===== config.mk =====
export PLATFORM = sky130hd
export DESIGN_NAME = gp_port_top
export DESIGN_NICKNAME = d
export VERILOG_FILES = /design/src/design/gp_pkg.sv /design/src/design/gp_axil_slave.sv /design/src/design/gp_cn_detect.sv /design/src/design/gp_port_top.sv
export VERILOG_INCLUDE_DIRS = /design/src /design/src/design
export SDC_FILE = /design/constraint.sdc
export NUM_CORES = 1
export LEC_CHECK = 0
export BUFFER_PORTS_ARGS = -buffer_cell sky130_fd_sc_hd__buf_2
export CORE_ASPECT_RATIO = 2
export CORE_MARGIN = 2
export CORE_UTILIZATION = 50
export CTS_CLUSTER_SIZE = 30
export DETAILED_ROUTE_END_ITERATION = 12
export MAX_ROUTING_LAYER = met4
export PLACE_DENSITY = 0.76
export SLEW_MARGIN = 20
export SYNTH_ARGS = -nofsm -noshare
export SYNTH_HDL_FRONTEND = slang
export SYNTH_SLANG_ARGS = --single-unit

===== constraint.sdc =====
create_clock -name aclk -period 2.4 [get_ports aclk]
set_input_delay 0.24 -clock aclk [delete_from_list [all_inputs] [get_ports aclk]]
set_output_delay 0.24 -clock aclk [all_outputs]
set_load 0.01 [all_outputs]

===== src/design/gp_consts.svh =====
// gp_consts.svh: register offsets, field positions, reset and key values
// of the shared GPIO port. Assumes byte addresses on an AXI4-Lite bus.
// Behaviour
// An active peripheral drive disables the port driver; pin stays readable.
// An enabled but idle peripheral leaves the pin to latch and direction.
// Port output driving a pin never loops into the peripheral input.
// Direction bit 1 makes the pin an input, 0 an output.
// Reset sets every direction bit, so all pins start as inputs.
// The latch register reads and writes the output latch.
// Pin value reads return pins; writes to it land in the latch.
// Unimplemented bits are disabled and read as zero; the analog config register stores and returns them unmasked.
// Open-drain bit set: pin drives low only, released for high.
// Analog config resets to zero: analog-capable pins start analog.
// Pin value reads zero on bits configured as analog inputs.
// Software keeps analog input pins set as inputs.
// Software waits one cycle between a port write and a read.
// Read-modify-write of the pin value register reads pins, not latch.
// Enabled change-notify input changes request an interrupt, also in sleep.
// Up to 31 change-notify inputs, count set by the device.
// Each change-notify input has an enable bit across two registers.
// Each change-notify pin has a pull-up enabled by one of two registers.
// Software turns off pull-ups on pins used as digital outputs.
// Remapping covers a fixed set of at most 26 pins.
// Lock bit changes only after key bytes 0x46 then 0x57.
// Map writes while locked complete normally but change nothing.
// Any enabled input differing from its last sample sets a sticky flag.
`ifndef GP_CONSTS_SVH
`define GP_CONSTS_SVH
`define GP_DIR_OFS 8'h00
`define GP_LAT_OFS 8'h04
`define GP_PIN_OFS 8'h08
`define GP_ODC_OFS 8'h0c
`define GP_ANA_OFS 8'h10
`define GP_CNEN_LO_OFS 8'h14
`define GP_CNEN_HI_OFS 8'h18
`define GP_CNPU_LO_OFS 8'h1c
`define GP_CNPU_HI_OFS 8'h20
`define GP_STAT_OFS 8'h24
`define GP_OSC_OFS 8'h28
`define GP_MAP_OFS 8'h40
`define GP_LOCK_BIT 6
`define GP_FLAG_BIT 0
`define GP_ANA_RST 16'h0000
`define GP_LOCK_RST 1'b0
`define GP_KEY1 8'h46
`define GP_KEY2 8'h57
`define GP_RESP_OKAY 2'h0
`define GP_RESP_SLVERR 2'h2
`endif


===== src/design/gp_pkg.sv =====
// gp_pkg: types shared by the shared GPIO port.
// Numeric constants live in gp_consts.svh.
package gp_pkg;
  typedef enum logic [1:0] {UNL_IDLE, UNL_KEY1, UNL_OPEN} gp_unl_t;
endpackage


===== src/design/gp_axil_slave.sv =====
// gp_axil_slave: AXI4-Lite slave front end for the GPIO registers.
// Assumes a register file answering rd_data and errors combinationally.
`timescale 1ns/1ps
`include "gp_consts.svh"
module gp_axil_slave (
  input wire logic aclk,
  input wire logic aresetn,
  input wire logic [7:0] s_axi_awaddr,
  input wire logic s_axi_awvalid,
  output logic s_axi_awready,
  input wire logic [31:0] s_axi_wdata,
  input wire logic [3:0] s_axi_wstrb,
  input wire logic s_axi_wvalid,
  output logic s_axi_wready,
  output logic [1:0] s_axi_bresp,
  output logic s_axi_bvalid,
  input wire logic s_axi_bready,
  input wire logic [7:0] s_axi_araddr,
  input wire logic s_axi_arvalid,
  output logic s_axi_arready,
  output logic [31:0] s_axi_rdata,
  output logic [1:0] s_axi_rresp,
  output logic s_axi_rvalid,
  input wire logic s_axi_rready,
  output logic wr_en,
  output logic [7:0] wr_addr,
  output logic [31:0] wr_data,
  output logic [3:0] wr_strb,
  input wire logic wr_err,
  output logic [7:0] rd_addr,
  input wire logic [31:0] rd_data,
  input wire logic rd_err
);
  logic aw_ok_r, w_ok_r;

  // Both halves are held until the response is taken, so at most one
  // write is ever in flight.
  assign wr_en = aw_ok_r & w_ok_r & ~s_axi_bvalid;
  assign rd_addr = s_axi_araddr;

  always_ff @(posedge aclk)
  begin
    if (!aresetn)
    begin
      s_axi_awready <= 1'b1;
      s_axi_wready <= 1'b1;
      aw_ok_r <= 1'b0;
      w_ok_r <= 1'b0;
      s_axi_bvalid <= 1'b0;
      s_axi_bresp <= `GP_RESP_OKAY;
      wr_addr <= 8'h00;
      wr_data <= 32'h0000_0000;
      wr_strb <= 4'h0;
    end
    else
    begin
      if (s_axi_awvalid && s_axi_awready)
      begin
        aw_ok_r <= 1'b1;
        s_axi_awready <= 1'b0;
        wr_addr <= s_axi_awaddr;
      end
      if (s_axi_wvalid && s_axi_wready)
      begin
        w_ok_r <= 1'b1;
        s_axi_wready <= 1'b0;
        wr_data <= s_axi_wdata;
        wr_strb <= s_axi_wstrb;
      end
      if (wr_en)
      begin
        aw_ok_r <= 1'b0;
        w_ok_r <= 1'b0;
        s_axi_bvalid <= 1'b1;
        s_axi_bresp <= wr_err ? `GP_RESP_SLVERR : `GP_RESP_OKAY;
      end
      if (s_axi_bvalid && s_axi_bready)
      begin
        s_axi_bvalid <= 1'b0;
        s_axi_awready <= 1'b1;
        s_axi_wready <= 1'b1;
      end
    end
  end

  always_ff @(posedge aclk)
  begin
    if (!aresetn)
    begin
      s_axi_arready <= 1'b1;
      s_axi_rvalid <= 1'b0;
      s_axi_rdata <= 32'h0000_0000;
      s_axi_rresp <= `GP_RESP_OKAY;
    end
    else
    begin
      if (s_axi_arvalid && s_axi_arready)
      begin
        s_axi_arready <= 1'b0;
        s_axi_rvalid <= 1'b1;
        s_axi_rdata <= rd_data;
        s_axi_rresp <= rd_err ? `GP_RESP_SLVERR : `GP_RESP_OKAY;
      end
      if (s_axi_rvalid && s_axi_rready)
      begin
        s_axi_rvalid <= 1'b0;
        s_axi_arready <= 1'b1;
      end
    end
  end
endmodule // gp_axil_slave


===== src/design/gp_cn_detect.sv =====
// gp_cn_detect: change-of-state detector for the change-notify inputs.
// Assumes levels already synchronised to aclk.
`timescale 1ns/1ps
module gp_cn_detect #(
  parameter int CN_N = 31
) (
  input wire logic aclk,
  input wire logic aresetn,
  input wire logic [CN_N-1:0] lvl,
  input wire logic [CN_N-1:0] en,
  output logic chg
);
  logic [CN_N-1:0] prev_r;
  logic primed_r;

  // The first sample after reset only primes the history, so a pin that
  // idles high does not raise a spurious event.
  always_ff @(posedge aclk)
  begin
    if (!aresetn)
    begin
      prev_r <= '0;
      primed_r <= 1'b0;
      chg <= 1'b0;
    end
    else
    begin
      prev_r <= lvl;
      primed_r <= 1'b1;
      chg <= primed_r && ((lvl ^ prev_r) & en) != '0;
    end
  end
endmodule // gp_cn_detect


===== src/design/gp_port_top.sv =====
// gp_port_top: shared GPIO port with open drain, analog select, change
// notify with pull-up controls and a lockable pin remap table.
// Assumes peripheral enables and drives come from logic on aclk, and that
// aclk keeps running in sleep while the CPU clock is gated elsewhere.
`timescale 1ns/1ps
`include "gp_consts.svh"
module gp_port_top #(
  parameter logic [15:0] IMPL_MASK = 16'hffff,
  parameter logic [15:0] ANALOG_MASK = 16'h000f,
  parameter int CN_N = 31,
  parameter int MAP_N = 26
) (
  input wire logic aclk,
  input wire logic aresetn,
  input wire logic [7:0] s_axi_awaddr,
  input wire logic s_axi_awvalid,
  output logic s_axi_awready,
  input wire logic [31:0] s_axi_wdata,
  input wire logic [3:0] s_axi_wstrb,
  input wire logic s_axi_wvalid,
  output logic s_axi_wready,
  output logic [1:0] s_axi_bresp,
  output logic s_axi_bvalid,
  input wire logic s_axi_bready,
  input wire logic [7:0] s_axi_araddr,
  input wire logic s_axi_arvalid,
  output logic s_axi_arready,
  output logic [31:0] s_axi_rdata,
  output logic [1:0] s_axi_rresp,
  output logic s_axi_rvalid,
  input wire logic s_axi_rready,
  input wire logic [15:0] pin_i,
  output logic [15:0] pin_o,
  output logic [15:0] pin_oe,
  input wire logic [15:0] periph_en,
  input wire logic [15:0] periph_oe,
  input wire logic [15:0] periph_out,
  output logic [15:0] periph_in,
  input wire logic [CN_N-1:0] cn_pin_i,
  output logic [CN_N-1:0] pullup_en,
  output logic cn_irq,
  output logic [5*MAP_N-1:0] map_o
);
  logic wr_en, wr_err, rd_err, cn_evt;
  logic [7:0] wr_addr, rd_addr;
  logic [31:0] wr_data, rd_data;
  logic [3:0] wr_strb;
  logic [15:0] dir_r, lat_r, odc_r, ana_r, pin_s1_r, pin_s2_r;
  logic [15:0] cnen_lo_r, cnen_hi_r, cnpu_lo_r, cnpu_hi_r;
  logic [15:0] drv, dat, ana_sel, pin_rd;
  logic [CN_N-1:0] cn_s1_r, cn_s2_r, cn_en;
  logic [31:0] cn_en_all, cn_pu_all;
  logic lock_r, cn_flag_r;
  gp_pkg::gp_unl_t unl_r;
  logic [4:0] map_r [MAP_N];

  function automatic logic [15:0] merge(logic [15:0] old, logic [31:0] d,
                                        logic [3:0] s);
    merge = old;
    if (s[0])
      merge[7:0] = d[7:0];
    if (s[1])
      merge[15:8] = d[15:8];
  endfunction

  function automatic logic is_map(logic [7:0] a);
    return (a[1:0] == 2'h0) && (a >= `GP_MAP_OFS) &&
           (int'(a - `GP_MAP_OFS) < 4 * MAP_N);
  endfunction

  function automatic int map_idx(logic [7:0] a);
    return int'((a - `GP_MAP_OFS) >> 2);
  endfunction

  function automatic logic known(logic [7:0] a);
    case (a)
      `GP_DIR_OFS, `GP_LAT_OFS, `GP_PIN_OFS, `GP_ODC_OFS, `GP_ANA_OFS,
      `GP_CNEN_LO_OFS, `GP_CNEN_HI_OFS, `GP_CNPU_LO_OFS, `GP_CNPU_HI_OFS,
      `GP_STAT_OFS, `GP_OSC_OFS: known = 1'b1;
      default: known = is_map(a);
    endcase
  endfunction

  gp_axil_slave u_bus (
    .aclk(aclk),
    .aresetn(aresetn),
    .s_axi_awaddr(s_axi_awaddr),
    .s_axi_awvalid(s_axi_awvalid),
    .s_axi_awready(s_axi_awready),
    .s_axi_wdata(s_axi_wdata),
    .s_axi_wstrb(s_axi_wstrb),
    .s_axi_wvalid(s_axi_wvalid),
    .s_axi_wready(s_axi_wready),
    .s_axi_bresp(s_axi_bresp),
    .s_axi_bvalid(s_axi_bvalid),
    .s_axi_bready(s_axi_bready),
    .s_axi_araddr(s_axi_araddr),
    .s_axi_arvalid(s_axi_arvalid),
    .s_axi_arready(s_axi_arready),
    .s_axi_rdata(s_axi_rdata),
    .s_axi_rresp(s_axi_rresp),
    .s_axi_rvalid(s_axi_rvalid),
    .s_axi_rready(s_axi_rready),
    .wr_en(wr_en),
    .wr_addr(wr_addr),
    .wr_data(wr_data),
    .wr_strb(wr_strb),
    .wr_err(wr_err),
    .rd_addr(rd_addr),
    .rd_data(rd_data),
    .rd_err(rd_err)
  );

  assign wr_err = !known(wr_addr);
  assign rd_err = !known(rd_addr);

  // Pins and change-notify inputs are asynchronous to aclk
  always_ff @(posedge aclk)
  begin
    if (!aresetn)
    begin
      pin_s1_r <= 16'h0000;
      pin_s2_r <= 16'h0000;
      cn_s1_r <= '0;
      cn_s2_r <= '0;
    end
    else
    begin
      pin_s1_r <= pin_i;
      pin_s2_r <= pin_s1_r;
      cn_s1_r <= cn_pin_i;
      cn_s2_r <= cn_s1_r;
    end
  end

  // Port configuration registers
  always_ff @(posedge aclk)
  begin
    if (!aresetn)
    begin
      dir_r <= IMPL_MASK;
      lat_r <= 16'h0000;
      odc_r <= 16'h0000;
      ana_r <= `GP_ANA_RST;
    end
    else if (wr_en)
    begin
      case (wr_addr)
        `GP_DIR_OFS: dir_r <= merge(dir_r, wr_data, wr_strb) & IMPL_MASK;
        `GP_LAT_OFS: lat_r <= merge(lat_r, wr_data, wr_strb) & IMPL_MASK;
        `GP_PIN_OFS: lat_r <= merge(lat_r, wr_data, wr_strb) & IMPL_MASK;
        `GP_ODC_OFS: odc_r <= merge(odc_r, wr_data, wr_strb) & IMPL_MASK;
        `GP_ANA_OFS: ana_r <= merge(ana_r, wr_data, wr_strb);
        default: ;
      endcase
    end
  end
  // Above: R06 on the latch write, R07 on the pin value write, R08 masks.

  // Change-notify enables and pull-ups
  always_ff @(posedge aclk)
  begin
    if (!aresetn)
    begin
      cnen_lo_r <= 16'h0000;
      cnen_hi_r <= 16'h0000;
      cnpu_lo_r <= 16'h0000;
      cnpu_hi_r <= 16'h0000;
    end
    else if (wr_en)
    begin
      case (wr_addr)
        `GP_CNEN_LO_OFS: cnen_lo_r <= merge(cnen_lo_r, wr_data, wr_strb);
        `GP_CNEN_HI_OFS: cnen_hi_r <= merge(cnen_hi_r, wr_data, wr_strb);
        `GP_CNPU_LO_OFS: cnpu_lo_r <= merge(cnpu_lo_r, wr_data, wr_strb);
        `GP_CNPU_HI_OFS: cnpu_hi_r <= merge(cnpu_hi_r, wr_data, wr_strb);
        default: ;
      endcase
    end
  end

  assign cn_en_all = {cnen_hi_r, cnen_lo_r};
  assign cn_pu_all = {cnpu_hi_r, cnpu_lo_r};
  assign cn_en = cn_en_all[CN_N-1:0];
  assign pullup_en = cn_pu_all[CN_N-1:0];

  gp_cn_detect #(.CN_N(CN_N)) u_cn (
    .aclk(aclk),
    .aresetn(aresetn),
    .lvl(cn_s2_r),
    .en(cn_en),
    .chg(cn_evt)
  );

  // Sticky change flag; a new event beats a clear in the same cycle
  always_ff @(posedge aclk)
  begin
    if (!aresetn)
      cn_flag_r <= 1'b0;
    else if (cn_evt)
      cn_flag_r <= 1'b1;
    else if (wr_en && wr_addr == `GP_STAT_OFS && wr_strb[0] &&
             wr_data[`GP_FLAG_BIT])
      cn_flag_r <= 1'b0;
  end
  assign cn_irq = cn_flag_r;

  // Remap lock: key bytes must come as back-to-back writes to the low byte
  always_ff @(posedge aclk)
  begin
    if (!aresetn)
    begin
      unl_r <= gp_pkg::UNL_IDLE;
      lock_r <= `GP_LOCK_RST;
    end
    else if (wr_en)
    begin
      if (wr_addr == `GP_OSC_OFS && wr_strb[0])
      begin
        case (unl_r)
          gp_pkg::UNL_IDLE:
            unl_r <= (wr_data[7:0] == `GP_KEY1) ? gp_pkg::UNL_KEY1
                                                : gp_pkg::UNL_IDLE;
          gp_pkg::UNL_KEY1:
            if (wr_data[7:0] == `GP_KEY2)
              unl_r <= gp_pkg::UNL_OPEN;
            else if (wr_data[7:0] != `GP_KEY1)
              unl_r <= gp_pkg::UNL_IDLE;
          gp_pkg::UNL_OPEN:
          begin
            lock_r <= wr_data[`GP_LOCK_BIT];
            unl_r <= gp_pkg::UNL_IDLE;
          end
          default: unl_r <= gp_pkg::UNL_IDLE;
        endcase
      end
      else
        unl_r <= gp_pkg::UNL_IDLE;
    end
  end

  // Remap table; locked writes still answer OKAY
  always_ff @(posedge aclk)
  begin
    if (!aresetn)
    begin
      for (int i = 0; i < MAP_N; i++)
        map_r[i] <= 5'h00;
    end
    else if (wr_en && !lock_r && is_map(wr_addr) && wr_strb[0])
      map_r[map_idx(wr_addr)] <= wr_data[4:0];
  end

  always_comb
  begin
    for (int i = 0; i < MAP_N; i++)
      map_o[i*5 +: 5] = map_r[i];
  end

  // Pin ownership and drive
  assign drv = periph_en & periph_oe;
  assign dat = (drv & periph_out) | (~drv & lat_r);
  assign ana_sel = ANALOG_MASK & ~ana_r;
  assign pin_rd = pin_s2_r & IMPL_MASK & ~ana_sel;

  always_ff @(posedge aclk)
  begin
    if (!aresetn)
    begin
      pin_o <= 16'h0000;
      pin_oe <= 16'h0000;
      periph_in <= 16'h0000;
    end
    else
    begin
      pin_o <= dat & ~odc_r & IMPL_MASK;
      // Driven when a peripheral owns it or the port bit is an output, except an open-drain bit whose data is high
      pin_oe <= (drv | ~dir_r) & (~odc_r | ~dat) & IMPL_MASK;
      // Port-driven pins are hidden from peripheral inputs
      periph_in <= pin_s2_r & (drv | dir_r) & ~ana_sel;
    end
  end

  // Register read mux
  always_comb
  begin
    rd_data = 32'h0000_0000;
    case (rd_addr)
      `GP_DIR_OFS: rd_data[15:0] = dir_r;
      `GP_LAT_OFS: rd_data[15:0] = lat_r;
      `GP_PIN_OFS: rd_data[15:0] = pin_rd;
      `GP_ODC_OFS: rd_data[15:0] = odc_r;
      `GP_ANA_OFS: rd_data[15:0] = ana_r;
      `GP_CNEN_LO_OFS: rd_data[15:0] = cnen_lo_r;
      `GP_CNEN_HI_OFS: rd_data[15:0] = cnen_hi_r;
      `GP_CNPU_LO_OFS: rd_data[15:0] = cnpu_lo_r;
      `GP_CNPU_HI_OFS: rd_data[15:0] = cnpu_hi_r;
      `GP_STAT_OFS: rd_data[`GP_FLAG_BIT] = cn_flag_r;
      `GP_OSC_OFS: rd_data[`GP_LOCK_BIT] = lock_r;
      default:
        if (is_map(rd_addr))
          rd_data[4:0] = map_r[map_idx(rd_addr)];
    endcase
  end
endmodule // gp_port_top


### Yosys cells after proc, flatten, opt, wreduce, memory -nomap -nowiden

Memories as Yosys holds them, arrays and structs flattened.
Index checks and enable logic that the tools add are counted.

| storage, ports and cells | value |
|---|---|
| latch bits | 0 |
| memory bits (read-only) | 0 |
| input bits | 154 |
| bits in writable memories | 130 |
| register bits | 360 |
| output and inout bits | 251 |
| memories | 1 |
| logic and storage cells | 175 |

Memories:

| memory | depth | width | read ports | clocked after memory_dff | write ports | RTL line | source |
|---|---|---|---|---|---|---|---|
| map_r | 26 | 5 | 27 | 0 | 26 | gp_port_top.sv:55 | `logic [4:0] map_r [MAP_N];` |

| cells by class | value |
|---|---|
| muxes and demuxes | 25 |
| multiply operators | 0 |
| shifts and indexed selects | 0 |
| magnitude comparators | 4 |
| bitwise gates (word level) | 24 |
| add/sub/neg operators | 2 |
| eq/ne operators | 26 |
| reductions and logical operators | 51 |
| divide/modulo/power cells | 0 |

Operator list:

| operator | count |
|---|---|
| 16-bit AND | 8 |
| 9-bit case mux with 9 select lines | 1 |
| 8-bit by 5-bit equality test with 1-bit output, second input constant | 8 |
| 32-bit by 8-bit < comparator with 1-bit output, second input constant | 2 |
| 16-bit NOT | 4 |
| 16-bit bitwise OR | 4 |
| 3-bit AND reduction | 17 |
| 8-bit by 6-bit equality test with 1-bit output, second input constant | 6 |
| 4-bit case mux with 10 select lines | 1 |
| 8-bit by 4-bit equality test with 1-bit output, second input constant | 4 |
| 31-bit AND | 1 |
| 31-bit nonzero test | 1 |
| 31-bit XOR | 1 |
| 11-bit OR reduction | 2 |
| 8-bit by 7-bit subtractor with 9-bit output, second input constant | 2 |
| 1-bit logical AND | 17 |
| 8-bit by 3-bit equality test with 1-bit output, second input constant | 2 |
| 8-bit by 7-bit equality test with 1-bit output, second input constant | 2 |
| 8-bit by 7-bit greater-or-equal comparator with 1-bit output, second input constant | 2 |
| 8-bit logical NOT | 2 |
| 4-bit NOT with 16-bit output | 1 |
| 5-bit two-way mux | 3 |
| 1-bit two-way mux | 11 |
| 1-bit case mux with 11 select lines | 1 |
| 17 further kinds | 29 |

### Longest topological paths before layout

| logic depth | value |
|---|---|
| word-level depth | 10 |
| mapped depth | 9 |
| depth with buffers taken out | 7 |

### Modules after synthesis

A second synthesis with hierarchy kept.

| second synthesis, totals | value |
|---|---|
| cell total of the unflattened synthesis | 2077 |
| area total of the unflattened synthesis | 22337.7 um2 |

By module, submodules not included:

| module | cells an instance | seq. area each (um2) | area an instance (um2) | instances |
|---|---|---|---|---|
| gp_port_top | 1581 | 10289.9 | 17583.1 | 1 |
| gp_axil_slave | 379 | 1701.6 | 3465.8 | 1 |
| gp_cn_detect | 117 | 660.6 | 1288.7 | 1 |

### Worst setup path after synthesis

Ideal clock, no wire load.

| timing path | value |
|---|---|
| path type | register to register |
| start point | reg u_bus.wr_addr[6] |
| end point | mem map_r[13][0], enable pin |
| path slack | -0.101 ns |
| stages on the path, launching flop included | 8 |
| clock period less this slack | 2.501 ns |
| data required time | 2.026 ns |
| arrival time | 2.127 ns |
| buffers on the path | 2 |
| setup time | 0.374 ns |
| cell sequence | dfxtp_1 inv_1 ha_1 clkbuf_1 nand3b_1 or3_1 clkbuf_1 o21ai_0 |

RTL lines:

| element | RTL line | source |
|---|---|---|
| start: declaration | gp_axil_slave.sv:26 | `output logic [7:0] wr_addr,` |
| start signal: assignment | gp_axil_slave.sv:61 | `wr_addr <= s_axi_awaddr;` |
| end: declaration | gp_port_top.sv:55 |  |

==> results.sh <==
export IMPL_viasPerCell=5.72
export IMPL_hold_viol=0
export IMPL_cp_startpoint="u_bus.wr_addr[7]"
export IMPL_die_width_um=152
export IMPL_post_cts_buffers=0
export IMPL_coreArea_mm2=0.0432
export IMPL_ys_flop_type="dfxtp_1"
export IMPL_fin_skew_ns=0.0161
export IMPL_synth_seq_cells=518
export IMPL_yosys_warnings=0
export IMPL_clock_sinks=518
export IMPL_startpoint_type="flop"
export IMPL_die_h_um=300
export IMPL_place_hpwl_um=56200
export IMPL_max_slew_margin_pct=46.9
export IMPL_pin_count=405
export IMPL_period_needed_ns=2.30
export IMPL_drc=0
export IMPL_layout_cells_non_filler=3075
export IMPL_syn_inst=1988
export IMPL_clk_latency_ns=0.57
export IMPL_cts_buffers=46
export IMPL_dpl_cell_count=2879
export IMPL_tns_ns=0
export IMPL_max_vdd_ir_drop_mv=0.623
export IMPL_vias=17600
export IMPL_max_freq_mhz=434
export IMPL_top_layer="met4"
export IMPL_grt_first_pass_wirelength_um=111000
export IMPL_worstMarginPinSlew_ns=0.796
export IMPL_grt_max_degree=143
export IMPL_initial_utilization_pct=50.6
export IMPL_pre_cts_ws_ns=0.0371
export IMPL_synthDistinctLibCells=75
export IMPL_cts_htree_levels=2
export IMPL_hold_path_class="input port to flop"
export IMPL_cts_tree="done"
export IMPL_firstDrtPassIters=5
export IMPL_whs_ns=0.0379
export IMPL_area_growth_pct=24.8
export IMPL_grt_pass1_vias=18300
export IMPL_clock_path_buffers=3
export IMPL_layout_drive_gt1_share_pct=25.3
export IMPL_p_per_area_mw_per_mm2=683
export IMPL_worstPathRequired_ns=2.62
export IMPL_ys_seq_area_share_pct=54.8
export IMPL_rsz0062_at_grt="no"
export IMPL_syn_area_mm2=0.0219
export IMPL_die_area_mm2=0.0455
export IMPL_wl_met1_um=24800
export IMPL_cts_root_buf="clkbuf_16"
export IMPL_crit_fanout=9
export IMPL_layout_common_cells="buf_2 (366), dfxtp_1 (358), nand2_1 (208), and2_1 (204), edfxtp_1 (160)"
export IMPL_reg2reg_depth=6
export IMPL_wl_met3_um=4880
export IMPL_drtIter0Drc=1281
export IMPL_r2r_start="u_bus.wr_addr[7]"
export IMPL_gp_congestion=0.989
export IMPL_antenna_left=0
export IMPL_slew_violations=0
export IMPL_cp_end_kind="flop"
export IMPL_fin_nets=2643
export IMPL_p_leak_uw=0.0118
export IMPL_timing_rr_end="map_r[20][4]"
export IMPL_synth_async_sr_flop_share_pct=0
export IMPL_grtUsageTotal_pct=33.3
export IMPL_final_setup_worst_slack_ns=0.0953
export IMPL_wl_per_cell_um=24.6
export IMPL_critPathArrivalTime_ns=2.52
export IMPL_wirelength_um=75700
export IMPL_cts_reportedPaths_clkPinSlew_ns=0.07
export IMPL_critPathKind="flop to flop"
export IMPL_setup_viol=0
export IMPL_portBuffers=368
export IMPL_cap_viol_max_count=0
export IMPL_rows=108
export IMPL_grt_ovfl_total=0
export IMPL_syn_mean_instance_area_um2=11.0
export IMPL_finalCritPeriodShare_pct=96.0
export IMPL_setup_worst_path_end="map_r[20][4]"
export IMPL_layout_commonest_cell="buf_2"
export IMPL_status="complete, no violations"
export IMPL_wl_met2_um=39800
export IMPL_antenna_found_initial=3
export IMPL_synth_edff_count=160
export IMPL_r2r_slack_ns=0.1
[synthesized netlist by cell type, types with 11 or more instances]
library cell	instances	area share (%)
a21boi_0	78	2.7
a21oi_1	33	0.76
a22oi_1	30	1.0
and2_1	204	5.8
and3_1	64	1.8
buf_2	18	0.41
buf_4	35	1.2
clkbuf_1	113	1.9
dfxtp_1	358	33
edfxtp_1	160	22
inv_1	22	0.38
mux2i_1	119	5.4
mux4_1	18	2.2
mux4_2	28	2.9
nand2_1	209	3.6
nand3_1	57	1.3
nor2_1	54	0.93
nor2b_1	75	2.1
nor3_1	11	0.25
nor3b_1	19	0.65
o211a_1	16	0.73
o21ai_0	81	1.9
xor2_1	31	1.2
[per-stage QoR]
step | util [%] | power (µW) | cell area (µm²)
detailed placement | 57.0 | 11100 | 24700
global placement | 57.0 | 11000 | 24700
global route | 63.1 | 19100 | 27300
CTS | 63.1 | 18700 | 27300
finish | 63.1 | 18600 | 27300
floorplan | - | 10300 | 21900
[registers in the layout, summed over array words and instances (netlist names), 8 cells and up]
name and flops:
cn_s2_r 31, pin_s2_r 16, cnen_lo_r 16, map_r 160, cnpu_hi_r 16, pin_o 16, periph_in 16, ana_r 16
cnpu_lo_r 16, u_cn.prev_r 31, odc_r 16, pin_s1_r 16, u_bus.wr_addr 8, lat_r 16, cnen_hi_r 16, u_bus.wr_data 16
u_bus.s_axi_rdata 16, cn_s1_r 31, pin_oe 16, dir_r 16
[per-layer routing]
layer | track usage [%] | vias up
met1 | 32.5 | 8477
met4 | 23.5 | 0
li1 | - | 7948
met3 | 5.43 | 275
met2 | 59.5 | 879
met5 | - | -
[how the worst min path moves through the flow]
| stage | from | to | slack, ns | cells past startpoint |
|---|---|---|---|---|
| finish | periph_out[12] | pin_o[12] | 0.04 | 3 |
| global route | pin_i[15] | pin_s1_r[15] | 0.04 | 2 |
| CTS | periph_out[3] | pin_o[3] | 0.02 | 3 |
| detailed placement | cn_s1_r[19] | cn_s2_r[19] | 0.42 | 1 |
| global placement | cn_s1_r[11] | cn_s2_r[11] | 0.42 | 1 |
| floorplan | aresetn | u_cn.primed_r | 0.27 | 0 |
[where the power goes]
part / internal, µW / total, µW / switching, µW / leakage, µW
Clock: 4270 / 7630 / 3360 / 0.000748
Sequential: 9240 / 9430 / 191 / 0.00456
Combinational: 691 / 1580 / 887 / 0.00652
Total: 14200 / 18600 / 4440 / 0.0118
[critical path: stages, from the launching register on]
cell and delay, ns:
dfxtp_1 0.36, inv_1 0.09, ha_1 0.29, nand3b_1 0.20, a211o_1 0.39, buf_4 0.23
o21ai_1 0.38
[cells by family after synthesis]
logic type,count (synthesis),share of synthesized area (%)
flops,518,54.8
mux,175,11.0
xor+xnor,32,1.28
compound gates,304,9.49
other cells,1,0.0172
fa+ha+maj,4,0.229
simple gates,753,18.7
buf+inv,201,4.50
[final cells by class]
class / instances / area [µm²]
Fill cell: 3466 / 15900
Sequential cell: 518 / 12000
Multi-Input combinational cell: 1286 / 9010
Timing Repair Buffer: 611 / 4000
Clock buffer: 63 / 1350
Tap cell: 550 / 688
Clock inverter: 22 / 194
Inverter: 22 / 82.6
Antenna cell: 3 / 7.51
[what timing repair did]
action,in CTS,in global routing
hold buffers,108,0
resized for setup,0,4
endpoints found under the setup margin,0,23
hold endpoints to repair,90,0
Power figures use the tool's default switching activity.
